**config.mk**
```make
export PLATFORM = sky130hd
export DESIGN_NAME = byte_move_instruction_exec
export DESIGN_NICKNAME = d
export VERILOG_FILES = /design/src/byte_move_pkg.sv /design/src/byte_move_instruction_exec.sv /design/src/byte_move_regfile.sv
export VERILOG_INCLUDE_DIRS = /design/src
export SDC_FILE = /design/constraint.sdc
export NUM_CORES = 1
export LEC_CHECK = 0
export ABC_AREA = 0
export BUFFER_PORTS_ARGS = -buffer_cell sky130_fd_sc_hd__buf_2
export CAP_MARGIN = 40
export CORE_ASPECT_RATIO = 1.1
export CORE_UTILIZATION = 42
export DETAILED_ROUTE_END_ITERATION = 6
export GPL_ROUTABILITY_DRIVEN = 0
export PLACE_DENSITY = 0.68
export SYNTH_ARGS = -nofsm -noshare
export SYNTH_HDL_FRONTEND = slang
export SYNTH_SLANG_ARGS = --single-unit
```
**constraint.sdc**
```tcl
create_clock -name i_clk_sys -period 8.93 [get_ports i_clk_sys]
set_clock_uncertainty 0.1 [all_clocks]
set_input_delay 1.786 -clock i_clk_sys [delete_from_list [all_inputs] [get_ports i_clk_sys]]
set_output_delay 1.786 -clock i_clk_sys [all_outputs]
set_load 0.005 [all_outputs]
```
**src/byte_move_map.svh**
```systemverilog
// Constants for the byte move executor: encodings, flag positions, reset values
`ifndef BYTE_MOVE_MAP_SVH
`define BYTE_MOVE_MAP_SVH

// Operation codes in bits 15:12 of the first instruction word
`define OP_IMM 4'h0
`define OP_REG 4'h1
`define OP_LD_IND 4'h2
`define OP_LD_D16 4'h3
`define OP_LD_D24 4'h4
`define OP_LD_INC 4'h5
`define OP_LD_AA8 4'h6
`define OP_LD_AA16 4'h7
`define OP_LD_AA24 4'h8
`define OP_ST_IND 4'h9
`define OP_ST_D16 4'hA
`define OP_ST_D24 4'hB
`define OP_ST_DEC 4'hC
`define OP_ST_AA8 4'hD
`define OP_ST_AA16 4'hE
`define OP_ST_AA24 4'hF

// Field positions of the first instruction word
`define F_OP_HI 15
`define F_OP_LO 12
`define F_BYTE_HI 11
`define F_BYTE_LO 8
`define F_SRC_HI 7
`define F_SRC_LO 4
`define F_WIDE_HI 6
`define F_WIDE_LO 4

// Byte register select: bit 3 set picks the low byte, bits 2:0 the wide register
`define BSEL_LOW_BIT 3

// Condition code bit positions and reset value
`define CC_N 3
`define CC_Z 2
`define CC_V 1
`define CC_C 0
`define CC_RESET 8'h00

// Short absolute addresses live in the top 256 bytes
`define AA8_HIGH 24'hFFFFFF
`define PC_RESET 32'h0000_0000
`define PC_STEP 32'h0000_0002
`define ADDR_ONE 32'h0000_0001

`endif

```
**src/byte_move_pkg.sv**
```systemverilog
// Types shared by the byte move executor
package byte_move_pkg;

    typedef enum logic [3:0] {
        ST_FETCH = 4'b0001,
        ST_EXT = 4'b0010,
        ST_EXEC = 4'b0100,
        ST_MEM = 4'b1000
    } exec_state_t;

    typedef logic [3:0] byte_sel_t;
    typedef logic [2:0] wide_sel_t;

endpackage : byte_move_pkg

```
**src/byte_move_instruction_exec.sv**
```systemverilog
// Byte move executor: fetches, decodes and runs the byte data-transfer instructions
// How it works
// - Eight 32-bit registers, used whole or by the two bytes of the lower half.
// - Each byte move sets N and Z from the byte, clears V, keeps C.
// - Post-increment load reads at the wide register, then adds one; two bytes long.
// - Pre-decrement store subtracts one first, then writes there; two bytes long.
// - Store with 16-bit displacement is four bytes, writes at base plus displacement.
// - Store with 24-bit displacement is eight bytes, writes at base plus displacement.
`include "byte_move_map.svh"

module byte_move_instruction_exec (
    // Clock and reset
    input wire logic i_clk_sys,
    input wire logic i_rst_n,
    // Instruction fetch, 16-bit words
    output logic o_fetch_req,
    output logic [31:0] o_fetch_addr,
    input wire logic i_fetch_valid,
    input wire logic [15:0] i_fetch_data,
    // Data memory, byte wide
    output logic o_mem_req,
    output logic o_mem_we,
    output logic [31:0] o_mem_addr,
    output logic [7:0] o_mem_wdata,
    input wire logic i_mem_ack,
    input wire logic [7:0] i_mem_rdata,
    // Status
    output logic [7:0] o_condition_code_reg,
    output logic o_retire,
    input wire byte_move_pkg::wide_sel_t i_dbg_sel,
    output logic [31:0] o_dbg_reg
);
    import byte_move_pkg::*;

    exec_state_t state;
    exec_state_t next_state;
    logic [31:0] pc;
    logic [15:0] w0;
    logic [15:0] w1;
    logic [15:0] w2;
    logic [15:0] w3;
    logic [1:0] ext_left;
    logic [1:0] ext_idx;
    logic [7:0] condition_code_reg;
    logic retire;

    // Decoded fields
    wire logic [3:0] op = w0[`F_OP_HI:`F_OP_LO];
    wire logic [3:0] first_op = i_fetch_data[`F_OP_HI:`F_OP_LO];
    wire byte_sel_t byte_reg = w0[`F_BYTE_HI:`F_BYTE_LO];
    wire byte_sel_t byte_source_reg = w0[`F_SRC_HI:`F_SRC_LO];
    wire wide_sel_t wide_reg = w0[`F_WIDE_HI:`F_WIDE_LO];

    // Extension words following the first word, by operation
    function automatic logic [1:0] ext_words(input logic [3:0] code);
        unique case (code)
            `OP_LD_D16, `OP_ST_D16, `OP_LD_AA16, `OP_ST_AA16: ext_words = 2'd1;
            `OP_LD_AA24, `OP_ST_AA24: ext_words = 2'd2;
            `OP_LD_D24, `OP_ST_D24: ext_words = 2'd3;
            default: ext_words = 2'd0;
        endcase
    endfunction : ext_words

    wire logic is_store = op[3] && (op != `OP_LD_AA24);
    wire logic is_load = !is_store && (op != `OP_IMM) && (op != `OP_REG);
    wire logic is_mem = is_load || is_store;
    wire logic is_inc = (op == `OP_LD_INC);
    wire logic is_dec = (op == `OP_ST_DEC);

    // Register file hookup
    logic [7:0] byte_a;
    logic [7:0] byte_b;
    logic [31:0] wide_dest_reg;

    wire logic in_exec = (state == ST_EXEC);
    wire logic mem_done = (state == ST_MEM) && i_mem_ack;
    wire logic load_done = mem_done && !o_mem_we;
    wire logic store_done = mem_done && o_mem_we;

    wire logic [31:0] disp16 = {{16{w1[15]}}, w1};
    wire logic [31:0] disp24 = {{8{w2[7]}}, w2[7:0], w3};
    wire logic [31:0] wide_minus = wide_dest_reg - `ADDR_ONE;
    wire logic [31:0] wide_plus = wide_dest_reg + `ADDR_ONE;

    // Effective address, worked out once in the execute cycle
    logic [31:0] eff_addr;
    always_comb begin
        unique case (op)
            `OP_LD_D16, `OP_ST_D16: eff_addr = wide_dest_reg + disp16;
            `OP_LD_D24, `OP_ST_D24: eff_addr = wide_dest_reg + disp24;
            `OP_ST_DEC: eff_addr = wide_minus;
            `OP_LD_AA8, `OP_ST_AA8: eff_addr = {`AA8_HIGH, w0[7:0]};
            `OP_LD_AA16, `OP_ST_AA16: eff_addr = disp16;
            `OP_LD_AA24, `OP_ST_AA24: eff_addr = {8'h00, w1[7:0], w2};
            default: eff_addr = wide_dest_reg;
        endcase
    end

    // Byte and wide writes
    // Byte write lands after the wide one, so a load into its own pointer keeps the byte
    wire logic byte_we = (in_exec && !is_mem) || load_done;
    wire logic [7:0] byte_data = load_done ? i_mem_rdata :
        (op == `OP_IMM) ? w0[7:0] : byte_b;
    wire logic wide_we = (in_exec && is_dec) || (load_done && is_inc);
    wire logic [31:0] wide_data = in_exec ? wide_minus : wide_plus;

    byte_move_regfile #(
        .NUM_WIDE(8)
    ) u_regs (
        .i_clk_sys(i_clk_sys),
        .i_rst_n(i_rst_n),
        .i_rd_a_sel(byte_reg),
        .o_rd_a(byte_a),
        .i_rd_b_sel(byte_source_reg),
        .o_rd_b(byte_b),
        .i_wide_sel(wide_reg),
        .o_wide(wide_dest_reg),
        .i_dbg_sel(i_dbg_sel),
        .o_dbg(o_dbg_reg),
        .i_byte_we(byte_we),
        .i_byte_sel(byte_reg),
        .i_byte_data(byte_data),
        .i_wide_we(wide_we),
        .i_wide_wsel(wide_reg),
        .i_wide_data(wide_data)
    );

    // Flags follow the byte that moved
    // Carry is never written, so it keeps its reset value
    wire logic flag_upd = byte_we || store_done;
    wire logic [7:0] flag_byte = store_done ? o_mem_wdata : byte_data;
    logic [7:0] next_ccr;
    always_comb begin
        next_ccr = condition_code_reg;
        if (flag_upd) begin
            next_ccr[`CC_N] = flag_byte[7];
            next_ccr[`CC_Z] = (flag_byte == 8'h00);
            next_ccr[`CC_V] = 1'b0;
        end
    end

    // Sequencer
    wire logic fetch_take = (state == ST_FETCH || state == ST_EXT) && i_fetch_valid;
    wire logic first_take = fetch_take && (state == ST_FETCH);
    wire logic ext_take = fetch_take && (state == ST_EXT);
    wire logic [1:0] first_ext = ext_words(first_op);
    always_comb begin
        next_state = state;
        unique case (state)
            ST_FETCH: if (i_fetch_valid) begin
                next_state = (first_ext == 2'd0) ? ST_EXEC : ST_EXT;
            end
            ST_EXT: if (i_fetch_valid && ext_left == 2'd1) begin
                next_state = ST_EXEC;
            end
            ST_EXEC: next_state = is_mem ? ST_MEM : ST_FETCH;
            ST_MEM: if (i_mem_ack) begin
                next_state = ST_FETCH;
            end
        endcase
    end

    assign o_fetch_req = (state == ST_FETCH) || (state == ST_EXT);
    assign o_mem_req = (state == ST_MEM);
    assign o_fetch_addr = pc;
    assign o_condition_code_reg = condition_code_reg;
    assign o_retire = retire;

    always_ff @(posedge i_clk_sys or negedge i_rst_n) begin
        if (!i_rst_n) begin
            state <= ST_FETCH;
            pc <= `PC_RESET;
            condition_code_reg <= `CC_RESET;
            retire <= 1'b0;
        end else begin
            state <= next_state;
            condition_code_reg <= next_ccr;
            retire <= flag_upd;
            if (fetch_take) begin
                pc <= pc + `PC_STEP;
            end
        end
    end

    // Instruction words; unused extension words simply keep stale data
    always_ff @(posedge i_clk_sys or negedge i_rst_n) begin
        if (!i_rst_n) begin
            w0 <= 16'h0000;
            w1 <= 16'h0000;
            w2 <= 16'h0000;
            w3 <= 16'h0000;
            ext_left <= 2'd0;
            ext_idx <= 2'd0;
        end else if (first_take) begin
            w0 <= i_fetch_data;
            ext_left <= first_ext;
            ext_idx <= 2'd1;
        end else if (ext_take) begin
            ext_left <= ext_left - 2'd1;
            ext_idx <= ext_idx + 2'd1;
            w1 <= (ext_idx == 2'd1) ? i_fetch_data : w1;
            w2 <= (ext_idx == 2'd2) ? i_fetch_data : w2;
            w3 <= (ext_idx == 2'd3) ? i_fetch_data : w3;
        end
    end

    // Data access latched at execute so the bus sees stable values
    // The store byte is read before a pre-decrement reaches the register file
    always_ff @(posedge i_clk_sys or negedge i_rst_n) begin
        if (!i_rst_n) begin
            o_mem_we <= 1'b0;
            o_mem_addr <= 32'h0000_0000;
            o_mem_wdata <= 8'h00;
        end else if (in_exec && is_mem) begin
            o_mem_we <= is_store;
            o_mem_addr <= eff_addr;
            o_mem_wdata <= byte_a;
        end
    end

endmodule : byte_move_instruction_exec

```
**src/byte_move_regfile.sv**
```systemverilog
// General register file: eight wide registers with byte and wide access
`include "byte_move_map.svh"

module byte_move_regfile #(
    parameter int NUM_WIDE = 8
) (
    // Clock and reset
    input wire logic i_clk_sys,
    input wire logic i_rst_n,
    // Byte read ports
    input wire byte_move_pkg::byte_sel_t i_rd_a_sel,
    output logic [7:0] o_rd_a,
    input wire byte_move_pkg::byte_sel_t i_rd_b_sel,
    output logic [7:0] o_rd_b,
    // Wide read ports
    input wire byte_move_pkg::wide_sel_t i_wide_sel,
    output logic [31:0] o_wide,
    input wire byte_move_pkg::wide_sel_t i_dbg_sel,
    output logic [31:0] o_dbg,
    // Write ports; byte write lands after the wide write
    input wire logic i_byte_we,
    input wire byte_move_pkg::byte_sel_t i_byte_sel,
    input wire logic [7:0] i_byte_data,
    input wire logic i_wide_we,
    input wire byte_move_pkg::wide_sel_t i_wide_wsel,
    input wire logic [31:0] i_wide_data
);
    import byte_move_pkg::*;

    if (NUM_WIDE != 8) begin : g_bad_count
        $error("byte select encoding serves exactly eight wide registers");
    end

    logic [31:0] regs [NUM_WIDE];

    function automatic logic [7:0] pick(input logic [31:0] w, input logic low);
        pick = low ? w[7:0] : w[15:8];
    endfunction : pick

    assign o_rd_a = pick(regs[i_rd_a_sel[2:0]], i_rd_a_sel[`BSEL_LOW_BIT]);
    assign o_rd_b = pick(regs[i_rd_b_sel[2:0]], i_rd_b_sel[`BSEL_LOW_BIT]);
    assign o_wide = regs[i_wide_sel];
    assign o_dbg = regs[i_dbg_sel];

    for (genvar g = 0; g < NUM_WIDE; g++) begin : g_reg
        wire logic hit_w = i_wide_we && (i_wide_wsel == 3'(g));
        wire logic hit_b = i_byte_we && (i_byte_sel[2:0] == 3'(g));
        wire logic [31:0] after_w = hit_w ? i_wide_data : regs[g];
        wire logic [31:0] after_b = !hit_b ? after_w :
            i_byte_sel[`BSEL_LOW_BIT] ? {after_w[31:8], i_byte_data} :
            {after_w[31:16], i_byte_data, after_w[7:0]};
        always_ff @(posedge i_clk_sys or negedge i_rst_n) begin
            if (!i_rst_n) begin
                regs[g] <= 32'h0000_0000;
            end else begin
                regs[g] <= after_b;
            end
        end
    end

endmodule : byte_move_regfile

```
==> summary.txt <==
Outcome
  • Status: complete, but fails checks
  • Failing checks: design-rule violations

Layout
  • Net count, final: 2878
  • Top reg by flops: u_regs.regs
  • Share of cells above drive strength 1: 21.2%
  • Non-Filler Instances: 3675
  • Max reg flops: 256
  • Fin area: 0.0297 sq mm
  • Syn-to-layout area delta: 11.9%

Critical path
  • Critical path fanouts, max: 34
  • Slowest Stage Delay on Critical Path: 700 ps
  • Worst EP arrival: 4130 ps
  • Top cell by count, worst path: buf_4
  • Type of origin of the critical path: input pin
  • Critical path buffer and inverter count: 3
  • Crit-path leading delay family: buffers and inverters
  • CP Capture Type: primary output
  • WP data required: 7040 ps
  • Cells along the critical path: buf_4, buf_4, mux4_2, mux2_2, buf_2
  • CP Class: in -> out
  • CP max stage cell: buf_4

Worst hold path
  • Worst hold path class: reg -> reg

Logic synthesis
  • Post-synth cell types: 93
  • Count leader, synth: nand2_1
  • Synth Cell Area: 0.0265 sq mm
  • XOR/XNOR Fraction of Synth Area: 3.59%
  • Sequential-to-total area share from yosys stat: 38.0%
  • Synth Warn #: 0
  • Top cell type by total area after synthesis: dfrtp_1
  • Synth Area in Adders: 1.96%
  • Number of synthesized flops with an enable pin: 0
  • Synth Instances: 2763
  • Compound-Gate Fraction of Synth Area: 18.5%
  • #FFs+latches synth: 403
  • Main flop type after synthesis: dfrtp_1
  • Syn Area/Cell: 9.59 sq um
  • Ys async rst share: 100%
  • Commonest cells post-synth: 474 x nand2_1, 402 x dfrtp_1, 351 x o21ai_0
  • Synth top area cells: dfrtp_1 38%, mux4_2 13%, nand2_1 6.7%, o21ai_0 6.6%, mux2_2 4.8%
  • Share of the synthesized area in the top cell type: 37.9%
  • Simple-gate area share of the yosys netlist: 13.8%
  • Mux contribution to synthesized area: 19.8%
  • Main combinational cell family by area after synthesis: multiplexers

STA
  • Tmin final: 6020 ps
  • Worst Tran Pin Value: 945 ps
  • Final Max Slew Viols: 0
  • Worst hold margin: 376 ps
  • Final setup TNS: 0 ps
  • Setup WS post-layout: 2910 ps
  • RSZ-0062 raised after global routing: false
  • Slew margin rel.: 36.5%
  • Final Hold Fails: 0
  • Final setup vio count: 0
  • F_max: 166 MHz
  • Final period utilization: 67.4%

Power and ir drop
  • LEAKAGE: 12.7 nW
  • Clock network power share: 18.8%
  • Switching portion of total power: 47.2%
  • Seq pwr share: 26.4%
  • P_sw: 5.10 mW
  • P_int: 5.71 mW
  • Max IR drop VDD: 0.246 mV
  • Combinational Power Share: 54.8%
  • Power per Cell Area: 364 mW/mm^2

Global route
  • Pin count of the biggest net entering global routing: 159
  • GRT Util Overall: 28.0%
  • First-pass GRT wire length: 140000 um
  • Initial antenna violation count: 6
  • Total congestion overflow: 0
  • Number of global-route vias before repair: 23300

CTS
  • CTS Root Cell: clkbuf_16
  • TritonCTS clock tree: done
  • Post-CTS sizing: 0
  • H-tree Lvls: 2
  • Clk_lat worst skew: 610 ps
  • CTS clk-pin slew, worst paths: 60 ps
  • Hold-fix buffers at CTS: 0
  • TritonCTS Buffers: 43
  • Post CTS Setup Buffer Count: 0
  • Longest Clk Path Bufs: 3
  • Clk sinks: 403

Floorplanning
  • Die H: 265 um
  • Starting density of the core: 42.5%
  • Die area: 0.0641 sq mm
  • I/O pin count: 147
  • CORE AREA: 0.0623 sq mm
  • Row cnt: 96
  • Width of the die: 242 um

Routing
  • Antenna-violating nets left: 0
  • Iter 0 DRT Violations: 3062
  • DRC violations left: 1
  • Via count: 24000
  • WL final: 91300 um
  • Routed WL per cell: 24.8 um
  • Vias/cell: 6.53
  • DRT Pass-1 Iters: 7

Job
  • Max_cap viols: 0

Placement
  • Post-DP HPWL: 62500 um
  • Area post-placement: 0.0280 sq mm
  • Placed cell count: 3593
  • IO buf count: 139
  • DP Worst Slack: 2900 ps
final cells by class:
cell class | count | area (sq um)
Fill cell | 5620 | 32700
Timing Repair Buffer | 204 | 1330
Clock inverter | 29 | 418
Tap cell | 833 | 1040
Sequential cell | 403 | 10100
Antenna cell | 1 | 2.50
Clock buffer | 51 | 1190
Inverter | 59 | 221
Multi-Input combinational cell | 2095 | 15400
layout by cell type (no fill, tap or decap), types with 9 or more instances in the layout:
cell and count:
and2_1 10, mux4_2 156, ha_1 40, nand2b_1 23
nand4_1 21, nand2_1 474, a31oi_1 17, mux2_2 114
o21bai_1 9, buf_2 138, dfrtp_1 399, o22ai_1 36
nor2_1 122, a211oi_1 13, clkbuf_16 43, xor2_1 25
and3_1 18, o21ai_0 351, a21o_1 30, nand3_1 47
clkinv_2 13, a21oi_1 112, o211ai_1 90, o32ai_1 9
xnor2_1 80, bufinv_16 9, mux2i_1 33, nor4_1 11
buf_4 52, o21ai_1 25, or2_2 11, a221oi_1 16
nor2b_1 11, nor3_1 35, inv_1 53
final timing paths:
kind	cells after the start	startpoint	slack [ps]	endpoint
max	5	i_dbg_sel[0]	2910	o_dbg_reg[10]
min	2	o_mem_addr[1]	380	o_mem_addr[1]
max reg2reg	18	w0[4]	3200	o_mem_addr[28]
min reg2reg	2	o_mem_addr[1]	380	o_mem_addr[1]
max in group asynchronous	3	i_rst_n	5780	w0[4]
min in group asynchronous	1	i_rst_n	1110	u_regs.regs[52]
layer usage:
layer  share of wire, %  global-route usage, %  vias up
met5              0.041                      0        -
met4                4.9                   13.6        6
met3                 11                   6.67      348
met2                 46                   44.1     1661
met1                 38                   36.1    11700
li1                   -                      -    10300
cells by family (layout without fill, tap and decap cells):
kind of cell / count (synthesis) / in the layout
simple gates: 826 / 826
mux: 309 / 309
fa+ha+maj: 41 / 41
flops: 403 / 403
other cells: 1 / 8
compound gates: 805 / 805
xor+xnor: 107 / 107
buf+inv: 271 / 343
power groups by stage:
stage | Clock [mW] | Sequential, mW | Combinational [mW]
final | 2.03 | 2.85 | 5.93
after global routing | 2.13 | 2.90 | 6.28
after CTS | 2.06 | 2.82 | 5.71
after detailed placement | 0 | 2.84 | 5.69
after global placement | 0 | 2.82 | 5.49
after floorplan | 0 | 2.60 | 4.01
stage by stage:
step	utilization (%)	total power, mW
floorplan	-	6.61
global placement	44.6	8.31
detailed placement	45.0	8.53
CTS	47.6	10.6
global route	47.6	11.3
finish	47.6	10.8
worst reg2reg max path, stage by stage (launching register included):
cell,delay [ps]
dfrtp_4,700
buf_4,500
nand2_1,340
o32ai_1,330
a211o_1,240
clkinv_1,580
nand2_1,280
fa_1,240
nor2b_1,60
o21ai_0,160
nand2b_1,110
a31oi_1,290
o31ai_1,120
buf_4,180
o2111ai_1,460
a211oi_1,240
o311ai_0,380
o41a_1,230
o21ai_0,70
No activity file was read; power rests on OpenSTA's default activity.
